==> config.mk <==
export PLATFORM = sky130hd
export DESIGN_NAME = ssr_readout
export DESIGN_NICKNAME = d
export VERILOG_FILES = /design/src/logic/ssr_pkg.sv /design/src/logic/ssr_fifo.sv /design/src/logic/ssr_readout.sv
export SDC_FILE = /design/constraint.sdc
export NUM_CORES = 1
export LEC_CHECK = 0
export BUFFER_PORTS_ARGS = -buffer_cell sky130_fd_sc_hd__clkbuf_2
export CELL_PAD_IN_SITES_DETAIL_PLACEMENT = 0
export CELL_PAD_IN_SITES_GLOBAL_PLACEMENT = 1
export CORE_UTILIZATION = 46
export CTS_CLUSTER_SIZE = 16
export DETAILED_ROUTE_END_ITERATION = 8
export PLACE_DENSITY_LB_ADDON = 0.1
export SYNTH_ARGS = -nofsm -noshare
export SYNTH_HDL_FRONTEND = slang
export SYNTH_SLANG_ARGS = --single-unit
==> constraint.sdc <==
create_clock -name clock -period 5.8 [get_ports clock]
set_input_delay 1.16 -clock clock [delete_from_list [all_inputs] [get_ports clock]]
set_output_delay 1.16 -clock clock [all_outputs]
set_load 0.005 [all_outputs]
==> src/logic/ssr_pkg.sv <==
// Shared constants and types for the sensor sample readout block.
package ssr_pkg;

  // Clock period of the block clock in nanoseconds.
  localparam int unsigned CLK_PERIOD_NS = 100;
  // Interval between two periodic samples of every channel, in nanoseconds.
  localparam int unsigned SAMPLE_PERIOD_NS = 1_000_000;
  // Periodic sample interval as a count of clock cycles.
  localparam int unsigned SAMPLE_CYCLES = SAMPLE_PERIOD_NS / CLK_PERIOD_NS;

  // Number of voltage and temperature channels.
  localparam int unsigned VOLT_CHANNELS = 7;
  localparam int unsigned TEMP_CHANNELS = 7;
  // Width of the request channel mask and of the channel index.
  localparam int unsigned MASK_W = 16;
  localparam int unsigned CHAN_W = 4;
  // Width of one converter code and of one stored temperature reading.
  localparam int unsigned VOLT_CODE_W = 8;
  localparam int unsigned TEMP_CODE_W = 16;
  // Result word width and its fraction widths.
  localparam int unsigned RESULT_W = 32;
  localparam int unsigned VOLT_FRAC_W = 16;
  localparam int unsigned TEMP_FRAC_W = 8;
  // Left shift that places an 8-bit code, one step of 1/128 V, into the result.
  localparam int unsigned VOLT_SHIFT = 9;
  // Depth of the result FIFO in beats.
  localparam int unsigned FIFO_DEPTH = 8;
  // Highest valid mask bit for temperature requests.
  localparam logic [CHAN_W-1:0] LAST_TEMP_CH = 4'h0006;
  // Highest mask bit index.
  localparam logic [CHAN_W-1:0] LAST_MASK_BIT = 4'h000F;

  // Kind of request: voltage or temperature.
  typedef enum logic { SSR_KIND_VOLT = 1'b0, SSR_KIND_TEMP = 1'b1 } ssr_kind_t;

  // Request as presented by the fabric.
  typedef struct packed {
    ssr_kind_t         kind;
    logic [MASK_W-1:0] mask;
  } ssr_cmd_t;

  // One result beat with its framing flags.
  typedef struct packed {
    logic [RESULT_W-1:0] data;
    logic [CHAN_W-1:0]   channel;
    logic                sop;
    logic                eop;
  } ssr_beat_t;

  // Controller states, one-hot.
  typedef enum logic [2:0] {
    SSR_ST_IDLE  = 3'b001,
    SSR_ST_SCAN  = 3'b010,
    SSR_ST_DRAIN = 3'b100
  } ssr_state_t;

endpackage

==> src/logic/ssr_fifo.sv <==
// Synchronous FIFO with valid and ready on both sides.
`timescale 1ns/1ns
`default_nettype none

module ssr_fifo #(
  parameter int unsigned WIDTH = 8,
  parameter int unsigned DEPTH = 8
) (
  input  wire logic             clock,
  input  wire logic             srst,
  input  wire logic             in_valid,
  output logic                  in_ready,
  input  wire logic [WIDTH-1:0] in_data,
  output logic                  out_valid,
  input  wire logic             out_ready,
  output logic [WIDTH-1:0]      out_data
);
  // Address width; the pointers carry one extra wrap bit above it to tell full from empty.
  localparam int unsigned AW = $clog2(DEPTH);

  logic [WIDTH-1:0] mem [DEPTH];   // Storage words.
  logic [AW:0]      wr_ptr_r;      // Write pointer with wrap bit.
  logic [AW:0]      rd_ptr_r;      // Read pointer with wrap bit.
  logic             full;          // All words hold data.
  logic             empty;         // No word holds data.
  logic             push;          // A word enters this cycle.
  logic             pop;           // A word leaves this cycle.

  // Full when the pointers differ only in the wrap bit.
  assign full      = (wr_ptr_r[AW] != rd_ptr_r[AW]) && (wr_ptr_r[AW-1:0] == rd_ptr_r[AW-1:0]);
  assign empty     = (wr_ptr_r == rd_ptr_r);
  assign in_ready  = !full;
  assign out_valid = !empty;
  assign push      = in_valid && !full;
  assign pop       = out_ready && !empty;
  assign out_data  = mem[rd_ptr_r[AW-1:0]];

  // Storage has no reset; only written words are ever read.
  always_ff @(posedge clock)
  begin
    if (push)
    begin
      mem[wr_ptr_r[AW-1:0]] <= in_data;
    end
  end

  // Pointer update.
  always_ff @(posedge clock)
  begin
    if (srst)
    begin
      wr_ptr_r <= '0;
      rd_ptr_r <= '0;
    end
    else
    begin
      wr_ptr_r <= wr_ptr_r + (AW+1)'(push);
      rd_ptr_r <= rd_ptr_r + (AW+1)'(pop);
    end
  end

endmodule

`default_nettype wire

==> src/logic/ssr_readout.sv <==
// Sensor sample readout controller: periodic sample store and request streaming.
`timescale 1ns/1ns
`default_nettype none

module ssr_readout #(
  parameter int unsigned SAMPLE_CYCLES = ssr_pkg::SAMPLE_CYCLES
) (
  input  wire logic                                             clock,
  input  wire logic                                             srst,
  input  wire logic [ssr_pkg::VOLT_CHANNELS-1:0][ssr_pkg::VOLT_CODE_W-1:0] volt_code,
  input  wire logic [ssr_pkg::TEMP_CHANNELS-1:0][ssr_pkg::TEMP_CODE_W-1:0] temp_code,
  input  wire logic                                             cmd_valid,
  output logic                                                  cmd_ready,
  input  wire ssr_pkg::ssr_cmd_t                                cmd,
  output logic                                                  rsp_valid,
  input  wire logic                                             rsp_ready,
  output ssr_pkg::ssr_beat_t                                    rsp
);
  import ssr_pkg::*;

  // True when any mask bit above the given index is set.
  function automatic logic has_above(input logic [MASK_W-1:0] m, input logic [CHAN_W-1:0] i);
    logic [MASK_W-1:0] hi;
    hi = m >> i;
    return |(hi >> 1);
  endfunction

  logic [31:0]                                  tick_cnt_r;     // Sample interval counter.
  logic                                         sample_tick;    // One-cycle sample enable.
  logic [VOLT_CHANNELS-1:0][VOLT_CODE_W-1:0]    volt_store_r;   // Latest voltage codes.
  logic [TEMP_CHANNELS-1:0][TEMP_CODE_W-1:0]    temp_store_r;   // Latest temperature readings.
  ssr_state_t                                   state_r;        // Controller state.
  ssr_state_t                                   state_nxt;      // Next controller state.
  logic [MASK_W-1:0]                            mask_r;         // Mask of the request in work.
  ssr_kind_t                                    kind_r;         // Kind of the request in work.
  logic [CHAN_W-1:0]                            idx_r;          // Mask bit under inspection.
  logic                                         first_r;        // Next beat opens the packet.
  logic                                         accept;         // Request taken this cycle.
  logic [MASK_W-1:0]                            cmd_mask;       // Request mask, cut to its kind.
  logic                                         bit_set;        // Current mask bit is set.
  logic                                         is_last;        // No set bit above this one.
  logic [2:0]                                   ch;             // Store index of this bit.
  logic                                         ch_ok;          // Bit names an existing channel.
  logic [RESULT_W-1:0]                          volt_word;      // Scaled voltage result.
  logic [RESULT_W-1:0]                          temp_word;      // Sign-extended temperature.
  ssr_beat_t                                    beat;           // Beat offered to the FIFO.
  logic                                         push_valid;     // Beat offered this cycle.
  logic                                         push_ready;     // FIFO can take the beat.
  logic                                         push;           // Beat enters the FIFO.
  ssr_beat_t                                    fifo_beat;      // Beat at the FIFO head.
  logic                                         fifo_valid;     // FIFO holds a beat.
  logic                                         load_out;       // Output stage takes a beat.
  logic                                         last_taken;     // Final beat left the block.

  // The block only counts its own clock, so SAMPLE_PERIOD_NS holds only at the CLK_PERIOD_NS clock.
  assign sample_tick = (tick_cnt_r == SAMPLE_CYCLES - 1);

  // Sample interval divider.
  always_ff @(posedge clock)
  begin
    if (srst || sample_tick)
    begin
      tick_cnt_r <= 32'h0000_0000;
    end
    else
    begin
      tick_cnt_r <= tick_cnt_r + 32'h0000_0001;
    end
  end

  // Periodic snapshot of every channel; requests read only these copies.
  generate
    for (genvar g = 0; g < VOLT_CHANNELS; g++)
    begin : g_store
      always_ff @(posedge clock)
      begin
        if (srst)
        begin
          volt_store_r[g] <= '0;
          temp_store_r[g] <= '0;
        end
        else if (sample_tick)
        begin
          volt_store_r[g] <= volt_code[g];
          temp_store_r[g] <= temp_code[g];
        end
      end
    end
  endgenerate

  // Request decode; temperature masks keep only the seven diode bits.
  assign accept   = cmd_valid && cmd_ready;
  assign cmd_mask = (cmd.kind == SSR_KIND_TEMP) ? {9'h000, cmd.mask[6:0]} : cmd.mask;
  assign bit_set  = mask_r[idx_r];
  assign is_last  = !has_above(mask_r, idx_r);
  assign ch       = idx_r[2:0];
  assign ch_ok    = (idx_r <= LAST_TEMP_CH);

  // Result formatting: unsigned Q16.16 volts, signed Q24.8 Celsius.
  assign volt_word = ch_ok ? (RESULT_W'(volt_store_r[ch]) << VOLT_SHIFT) : '0;
  assign temp_word = ch_ok ? {{(RESULT_W-TEMP_CODE_W){temp_store_r[ch][TEMP_CODE_W-1]}},
                              temp_store_r[ch]} : '0;

  assign beat.data    = (kind_r == SSR_KIND_TEMP) ? temp_word : volt_word;
  assign beat.channel = idx_r;
  assign beat.sop     = first_r;
  assign beat.eop     = is_last;
  assign push_valid   = state_r[1] && bit_set;
  assign push         = push_valid && push_ready;

  // Output stage: refill when empty or when the held beat is taken.
  assign load_out   = fifo_valid && (!rsp_valid || rsp_ready);
  assign last_taken = rsp_valid && rsp_ready && rsp.eop;

  // Next-state logic.
  always_comb
  begin
    state_nxt = state_r;
    case (state_r)
      SSR_ST_IDLE:
      begin
        // An empty mask has no beats, so ready simply stays up.
        if (accept && (|cmd_mask))
        begin
          state_nxt = SSR_ST_SCAN;
        end
      end
      SSR_ST_SCAN:
      begin
        if (push && is_last)
        begin
          state_nxt = SSR_ST_DRAIN;
        end
      end
      SSR_ST_DRAIN:
      begin
        if (last_taken)
        begin
          state_nxt = SSR_ST_IDLE;
        end
      end
      default:
      begin
        state_nxt = SSR_ST_IDLE;
      end
    endcase
  end

  // State and ready register; ready is high exactly in idle.
  always_ff @(posedge clock)
  begin
    if (srst)
    begin
      state_r   <= SSR_ST_IDLE;
      cmd_ready <= 1'b1;
    end
    else
    begin
      state_r   <= state_nxt;
      cmd_ready <= (state_nxt == SSR_ST_IDLE);
    end
  end

  // Request capture and mask walk; a clear bit is skipped in one cycle.
  always_ff @(posedge clock)
  begin
    if (srst)
    begin
      mask_r  <= '0;
      kind_r  <= SSR_KIND_VOLT;
      idx_r   <= '0;
      first_r <= 1'b0;
    end
    else if (accept)
    begin
      mask_r  <= cmd_mask;
      kind_r  <= cmd.kind;
      idx_r   <= '0;
      first_r <= 1'b1;
    end
    else if (state_r[1] && (!bit_set || push) && (idx_r != LAST_MASK_BIT))
    begin
      idx_r   <= idx_r + 4'h0001;
      first_r <= first_r && !push;
    end
  end

  // The FIFO lets the walk run ahead while the fabric stalls the response.
  ssr_fifo #(
    .WIDTH ($bits(ssr_beat_t)),
    .DEPTH (FIFO_DEPTH)
  ) ssr_fifo_inst (
    .clock     (clock),
    .srst      (srst),
    .in_valid  (push_valid),
    .in_ready  (push_ready),
    .in_data   (beat),
    .out_valid (fifo_valid),
    .out_ready (load_out),
    .out_data  (fifo_beat)
  );

  // Response registers hold a beat until the fabric takes it.
  always_ff @(posedge clock)
  begin
    if (srst)
    begin
      rsp_valid <= 1'b0;
      rsp       <= '0;
    end
    else if (load_out)
    begin
      rsp_valid <= 1'b1;
      rsp       <= fifo_beat;
    end
    else if (rsp_ready)
    begin
      rsp_valid <= 1'b0;
    end
  end
endmodule

`default_nettype wire

# == Yosys cells after proc, flatten, opt, wreduce, memory -nomap -nowiden ==
# Memories as Yosys holds them, arrays and structs flattened. A register that Yosys moved wholly into a read port is not among the register bits.
# Index checks and enable logic that the tools add are counted.
# word_totals
register_bits,235
ram_bits,304
in_bits,189
out_inout_bits,40
wordCells,89
mem_count,1
# mem_list
name,words,word_bits,rd,rd_clocked_by_memory_dff,wr,line,source
ssr_fifo_inst.mem,8,38,1,1,1,ssr_fifo.sv:21,logic [WIDTH-1:0] mem [DEPTH];
# op_classes
n_addsub,4
magnitude_cmp,3
n_eq_ne,9
shift,1
n_mux,20
n_reduce_logical,27
# ops
op,count
$mux W32,2
$bmux W16 S3,1
$add A32 B1 Y32 const B,1
$eq A32 B14 Y1 const B,1
$mux W16,2
$bmux W8 S3,1
$mux W17,1
$reduce_or A16 Y1,1
$shr A16 B4 Y16,1
$reduce_or A15 Y1,1
$logic_and A1 B1 Y1,13
$mux W3,3
$pmux W3 S3,1
$add A4 B1 Y4,2
$mux W8,1
$mux W1,7
$eq A3 B1 Y1 const B,2
$logic_not A1 Y1,6
$lt A4 B5 Y1 const B,1
$add A4 B1 Y4 const B,1
$bmux W1 S4,1
$eq A4 B4 Y1,1
$le A4 B3 Y1 const B,1
$lt A3 B4 Y1 const B,1
other kinds (8),11

# == Depth between registers and ports, before layout ==
# Gate-level depths: netlist of the first run.
# depth
word_depth,9
mapped_depth,10
depth_no_buf,8

# == Modules after synthesis ==
# From an unflattened synthesis of the first run, not the netlist that was laid out.
# hier_totals
hier_cells,1903
hier_area_um2,23587.6
# modules_own_cells
mod,n_inst,cells_per_inst,area_per_inst_um2,seq_area_each_um2
ssr_fifo,1,488,12042.8,9288.9
ssr_readout,1,1415,11544.8,5305.1

# == Worst setup path after synthesis of the first run ==
# No wires, ideal clock.
# synth_path
kind,reg-to-reg
start,reg idx_r[0]
end,mem ssr_fifo_inst.mem[0][0] in the netlist's numbering (enable)
setup_time_ns,0.475
arrival_ns,4.165
required_ns,5.325
slack_ns,1.160
stages_incl_launch_ff,8
path_buffers,2
period_less_slack_ns,4.640
path_cell_list,dfxtp_1 -> buf_6 -> buf_6 -> nor2_1 -> a22oi_2 -> nand3b_1 -> a211oi_4 -> nor4b_1
# synth_between
elab_chain_len,6
# synth_lines
item,line,source
"start, declared",ssr_readout.sv:36,logic [CHAN_W-1:0] idx_r;
"start signal, assigned",ssr_readout.sv:183,idx_r <= idx_r + 4'h0001;
$bmux W1 S4,ssr_readout.sv:94,assign bit_set = mask_r[idx_r];
$mux W1 (not written as such),ssr_readout.sv:94,
$logic_and A1 B1 Y1,ssr_readout.sv:108,assign push_valid = state_r[1] && bit_set;
$logic_and A1 B1 Y1,ssr_fifo.sv:34,assign push = in_valid && !full;
$mux W1,ssr_fifo.sv:41,if (push)
$mux W1 (not written as such),ssr_fifo.sv:43,mem[wr_ptr_r[AW-1:0]] <= in_data;
"end, declared",ssr_fifo.sv:21,
# Every way passes these cells. The select of a mux whose other input is x is not followed.

==> impl_metrics.yaml, run 1 <==
setup_path:
  required_ns: 6.11
  reg2reg_from: "idx_r[0]$_SDFFE_PP0P_"
  max_stage_delay_ns: 0.78
  crit_start: "idx_r[0]$_SDFFE_PP0P_"
  slowest_stage: "nor3_1"
  r2r_slack_ns: 2.39
  cp-end-kind: "flip-flop"
  worst-path-stages: 5
  r2r_cells: 5
  path_buf_inv: 1
  crit_fanout: 42
  worstPathCellList: "inv_1, nor2_2, a221oi_1, nor3_1, o21bai_1"
  critical_path.endpoint: "ssr_fifo_inst.mem[6][21]$_DFFE_PP_"
  critical_path_class: "reg -> reg"
  cp.arrival_ns: 3.72
  cp-start-kind: "flip-flop"
  critPathTopFamily: "simple AND/OR/NAND/NOR gates"
  timing.rr.end: "ssr_fifo_inst.mem[6][21]$_DFFE_PP_"
synthesis:
  synth-seq-cells: 451
  yosys.area_share.adder_pct: 0.404
  yosys_warnings: 0
  ys_seq_area_share_pct: 59.0
  synth_common_cells: "nand2_1 (400), dfxtp_1 (259), a21oi_1 (209)"
  syn_nets: 1860
  syn_area_mm2: 0.0186
  yosysTopAreaCellShare_pct: 31.1
  postSynthCellCount: 1665
  synth-edff-count: 192
  syn_avg_cell_area_um2: 11.2
  synth_compound_area_share_pct: 8.92
  ys_async_sr_fraction_pct: 0
  synth_top_cell_by_area: "edfxtp_1"
  synth_top_family_by_area: "simple AND/OR/NAND/NOR gates"
  yosys-mux-area-fraction_pct: 12.3
  synthTopCellsByArea: "edfxtp_1 (31%), dfxtp_1 (28%), mux4_2 (9.2%)"
  synthFlopType: "dfxtp_1"
  synth.most_common_cell: "nand2_1"
  synth_cell_type_count: 59
  synthXorXnorAreaFrac_pct: 1.56
  yosys.area_share.simple_pct: 14.2
pwr:
  power.leakage_nw: 7.24
  power_density_mw_per_mm2: 328
  swShare_pct: 23.4
  vdd_drop_max_mv: 0.218
  power.switching_mw: 1.65
  pwr-share-clk_pct: 40.9
  p_int_mw: 5.38
  p_comb_share_pct: 9.4
  seqPwrFrac_pct: 49.7
clock_tree:
  root_buffer: "clkbuf_16"
  htreeDepth: 2
  post_cts_resized: 0
  clock_latency_ns: 0.58
  clk_path_buf_depth: 3
  tritoncts: "built"
  numCtsBuffers: 47
  clk_pin_slew_ns: 0.06
  cts_num_sinks: 451
  post_cts.repair.setup_buffers: 0
  cts-hold-fix-buffers: 0
die:
  die_w_um: 203
  ios: 229
  dieHeight_um: 203
  start_util_pct: 46.7
  core_area_mm2: 0.0397
  rows: 73
  die_area_mm2: 0.0412
detailed_routing:
  num_vias: 12800
  wl_per_cell_um: 19.1
  wirelength_mm: 45.7
  drc: 0
  ant_nets: 0
  avgViaCountPerCell: 5.37
  drt-initial-drc-count: 707
  drt_pre_antenna_iters: 6
global_route:
  first_global_vias: 12800
  grt_antenna_before_repair: 2
  grt_usage_pct: 22.6
  grt_overflow: 0
  grt_pass1_wl_mm: 71.7
  grt_max_degree: 138
final_layout:
  design_area_mm2: 0.0215
  syn_to_final_growth_pct: 15.6
  drive_gt1_share_pct: 23.3
  fin_nets: 2030
  fin_util_pct: 54.0
job:
  cap_viol_max_count: 0
timing:
  tightest_slew_ns: 0.983
  timing.final.hold_violations: 0
  layout_min_cycle_time_ns: 3.41
  slew_headroom_pct: 34.0
  tns_ns: 0
  fmax_ghz: 0.293
  finalCritPeriodShare_pct: 58.8
  rsz0062_at_grt: "no"
  setup_slack_ns: 2.39
  drv_slew: 0
  skew_ns: 0.0185
  setup_viol: 0
hold_path:
  min_path_type: "reg -> reg"
placed_design:
  dp_hpwl_mm: 30.2
  routabilityCongestion: 0.774
  place_ws_ns: 2.34
  port_buffers: 228
  placed_area_mm2: 0.0200
run_status:
  outcome: "complete, no violations"
## per-stage QoR
stage | hold slack, ns | power (mW) | instances
5_1_grt | 0.465 | 7.32 | 2391
3_3_place_gp | 0.436 | 4.23 | 2311
6_report | 0.446 | 7.03 | 2394
4_1_cts | 0.449 | 7.11 | 2391
2_1_floorplan | 0.426 | 3.99 | 1665
3_5_place_dp | 0.441 | 4.24 | 2311
## area by class of cell
cell class | count | area [µm²]
Antenna cell | 3 | 7.51
Clock buffer | 67 | 1320
Clock inverter | 13 | 136
Fill cell | 3517 | 18300
Inverter | 8 | 30.0
Multi-Input combinational cell | 1076 | 7030
Sequential cell | 451 | 11000
Tap cell | 525 | 657
Timing Repair Buffer | 251 | 1330
## flip-flops by register name, summed over array words and instances, names as in the netlist, 3 cells and up
register                count
tick_cnt_r                 32
idx_r                       4
state_r                     3
ssr_fifo_inst.mem         192
ssr_fifo_inst.rd_ptr_r      4
mask_r                     16
ssr_fifo_inst.wr_ptr_r      4
temp_store_r              112
volt_store_r               56
rsp                        24
## cells by family after synthesis
logic type / after synthesis
and+or+nand+nor: 612
DFF: 451
AOI/OAI and AO/OA: 293
buffers and inverters: 138
muxes: 132
xor gates and xnor gates: 33
adders and majority gates: 6
## power groups by stage
| stage | combinational, mW | clock (mW) | sequential, mW |
|---|---|---|---|
| 6_report | 0.662 | 2.88 | 3.49 |
| 5_1_grt | 0.747 | 3.07 | 3.51 |
| 4_1_cts | 0.677 | 2.94 | 3.50 |
| 3_5_place_dp | 0.675 | 0 | 3.57 |
| 3_3_place_gp | 0.674 | 0 | 3.56 |
| 2_1_floorplan | 0.451 | 0 | 3.54 |
## worst register-to-register path, stage by stage, from the launching register on
cell and delay, ns:
dfxtp_4 0.76, inv_1 0.53, nor2_2 0.54, a221oi_1 0.15
nor3_1 0.78, o21bai_1 0.39
## worst min-delay path by stage
stage | endpoint | cells after the start | from
final | temp_store_r[25]$_SDFFE_PP0P_ | 2 | temp_store_r[25]$_SDFFE_PP0P_
after global routing | volt_store_r[26]$_SDFFE_PP0P_ | 2 | volt_store_r[26]$_SDFFE_PP0P_
after CTS | volt_store_r[26]$_SDFFE_PP0P_ | 2 | volt_store_r[26]$_SDFFE_PP0P_
after detailed placement | volt_store_r[26]$_SDFFE_PP0P_ | 2 | volt_store_r[26]$_SDFFE_PP0P_
after global placement | volt_store_r[4]$_SDFFE_PP0P_ | 2 | volt_store_r[4]$_SDFFE_PP0P_
after floorplan | tick_cnt_r[0]$_SDFF_PP0_ | 1 | tick_cnt_r[0]$_SDFF_PP0_
## cell usage in the layout (no fill, tap or decap), drive strengths merged, types with 4 or more instances in the layout
cell	instances
a221oi	10
nand4	9
nor2	85
mux2i	43
and3	8
nand2	401
nand2b	8
inv	8
buf	24
mux4	76
nor4	7
mux2	13
or3	9
nor2b	11
a211oi	28
nand3b	11
xor2	20
a21oi	210
xnor2	13
clkbuf	294
nand3	20
o21ai	24
nor3	21
edfxtp	192
dfxtp	259
o22ai	4
ha	6
clkinv	11
and2	8
nor3b	4
## per-layer routing
metal / GRT usage (%) / routed length, µm / up-vias
li1: - / - / 6259
met1: 30.9 / 20500 / 6215
met2: 37.0 / 21900 / 311
met3: 3.88 / 2340 / 61
met4: 6.31 / 906 / 2
met5: 0 / 13 / -
Power figures use the tool's default switching activity.
==> run 2, diff against run 1 <==
==> constraint.sdc (replaced) <==
create_clock -name clock -period 3.5 [get_ports clock]
set_input_delay 0.7 -clock clock [delete_from_list [all_inputs] [get_ports clock]]
set_output_delay 0.7 -clock clock [all_outputs]
set_load 0.005 [all_outputs]
==> impl_metrics.yaml, run 2 (synthesis results as in run 1) <==
run_status:
  outcome: "complete, no violations"
timing:
  finalCritPeriodShare_pct: 82.1
  rsz0062_at_grt: "no"
  whs_ns: 0.341
  timing.final.hold_violations: 0
  layout_min_cycle_time_ns: 2.88
  tns_ns: 0
  setup_viol: 0
  drv_slew: 0
  fmax_ghz: 0.348
  tightest_slew_ns: 0.993
  skew_ns: 0.0256
  slew_headroom_pct: 33.3
final_layout:
  final_common_cell: "nand2_1"
  largest_register_ffs: 192
  drive_gt1_share_pct: 24.1
  nFillCells: 3502
  syn_to_final_growth_pct: 18.1
  fin_util_pct: 55.2
  fin_nets: 2048
  most-common-layout-cells: "nand2_1 (400), dfxtp_1 (255), clkbuf_2 (227)"
clock_tree:
  clk_path_buf_depth: 3
  clock_latency_ns: 0.58
  post_cts.repair.setup_buffers: 0
  root_buffer: "clkbuf_16"
  post_cts_resized: 0
  htreeDepth: 2
  numCtsBuffers: 48
  clk_pin_slew_ns: 0.06
  cts_num_sinks: 451
  tritoncts: "built"
  cts-hold-fix-buffers: 0
detailed_routing:
  drc: 0
  num_vias: 13000
  avgViaCountPerCell: 5.36
  ant_nets: 0
  drt_pre_antenna_iters: 5
  drt-initial-drc-count: 758
  wirelength_mm: 46.4
  wl_per_cell_um: 19.2
setup_path:
  required_ns: 3.74
  cp-end-kind: "flip-flop"
  r2r_cells: 5
  crit_fanout: 37
  cp.arrival_ns: 3.11
  cp-start-kind: "flip-flop"
  critical_path_class: "reg -> reg"
pwr:
  power_density_mw_per_mm2: 550
  vdd_drop_max_mv: 0.329
  swShare_pct: 23.1
  power.leakage_nw: 7.42
  seqPwrFrac_pct: 48.0
  p_int_mw: 9.28
  power.switching_mw: 2.78
  finalPower_mw: 12.1
  pwr-share-clk_pct: 42.8
  p_comb_share_pct: 9.3
placed_design:
  port_buffers: 228
  routabilityCongestion: 0.796
  dp_hpwl_mm: 31.2
die:
  dieHeight_um: 203
  rows: 73
  die_w_um: 203
  start_util_pct: 46.7
  core_area_mm2: 0.0397
  die_area_mm2: 0.0412
  ios: 229
hold_path:
  min_path_type: "in -> reg"
  min_path_cells: 3
job:
  cap_viol_max_count: 0
global_route:
  grt_usage_pct: 22.8
  grt_pass1_wl_mm: 72.2
  grt_max_degree: 157
  grt_overflow: 0
  first_global_vias: 13000
  grt_antenna_before_repair: 4
-- run 2: changes by cell type in the layout (fill, tap and decap cells not counted), moves of 3 or more --
cell and delta:
nor3b_2 -3, clkbuf_16 +3, buf_12 +10, clkbuf_1 +4
nor3b_4 +3, buf_4 +7, clkinv_2 -3
-- run 2: worst paths after layout --
| path | from | end | slack, ns |
|---|---|---|---|
| worst max-delay path | idx_r[1]$_SDFFE_PP0P_ | ssr_fifo_inst.mem[0][14]$_DFFE_PP_ | 0.62 |
| worst min-delay path | temp_code[41] | temp_store_r[41]$_SDFFE_PP0P_ | 0.34 |
| worst max register to register | idx_r[1]$_SDFFE_PP0P_ | ssr_fifo_inst.mem[0][14]$_DFFE_PP_ | 0.62 |
| worst min register to register | volt_store_r[27]$_SDFFE_PP0P_ | volt_store_r[27]$_SDFFE_PP0P_ | 0.45 |
-- run 2: layout make-up --
cell class | instances | area, µm² | share of cell area, %
Multi-Input combinational cell | 1076 | 7060 | 32.2
Clock inverter | 15 | 200 | 0.913
Clock buffer | 75 | 1430 | 6.50
Antenna cell | 1 | 2.50 | 0.0114
Tap cell | 525 | 657 | 3.00
Inverter | 8 | 30.0 | 0.137
Timing Repair Buffer | 268 | 1590 | 7.23
Sequential cell | 451 | 11000 | 50.0
-- run 2: worst max-delay path: stages, from the launching register on --
cell and delay (ns):
dfxtp_4 0.67, buf_4 0.47, buf_4 0.32, mux2_2 0.19
a221oi_1 0.06, nor3_1 0.79
-- run 2: stage by stage --
stage	instances	instance area, µm²	setup WS, ns
5_1_grt	2418	21900	0.319
3_3_place_gp	2328	20300	0.617
6_report	2419	21900	0.625
4_1_cts	2418	21900	0.575
3_5_place_dp	2328	20300	0.569
2_1_floorplan	1665	18600	-0.0143
-- run 2: power by group through the flow --
| stage | Sequential, mW | Clock (mW) | Combinational [mW] |
|---|---|---|---|
| final | 5.79 | 5.16 | 1.12 |
| after floorplan | 5.87 | 0 | 0.748 |
| after global routing | 5.82 | 5.48 | 1.26 |
| after global placement | 5.90 | 0 | 1.14 |
| after CTS | 5.80 | 5.28 | 1.14 |
| after detailed placement | 5.91 | 0 | 1.14 |
-- run 2: metal layers --
layer,track usage [%],vias to the layer above,wire [µm]
met3,4.45,65,2200
met2,37.4,290,22300
met4,6.74,2,1100
met1,30.6,6308,20800
li1,-,6305,-
met5,0,-,17
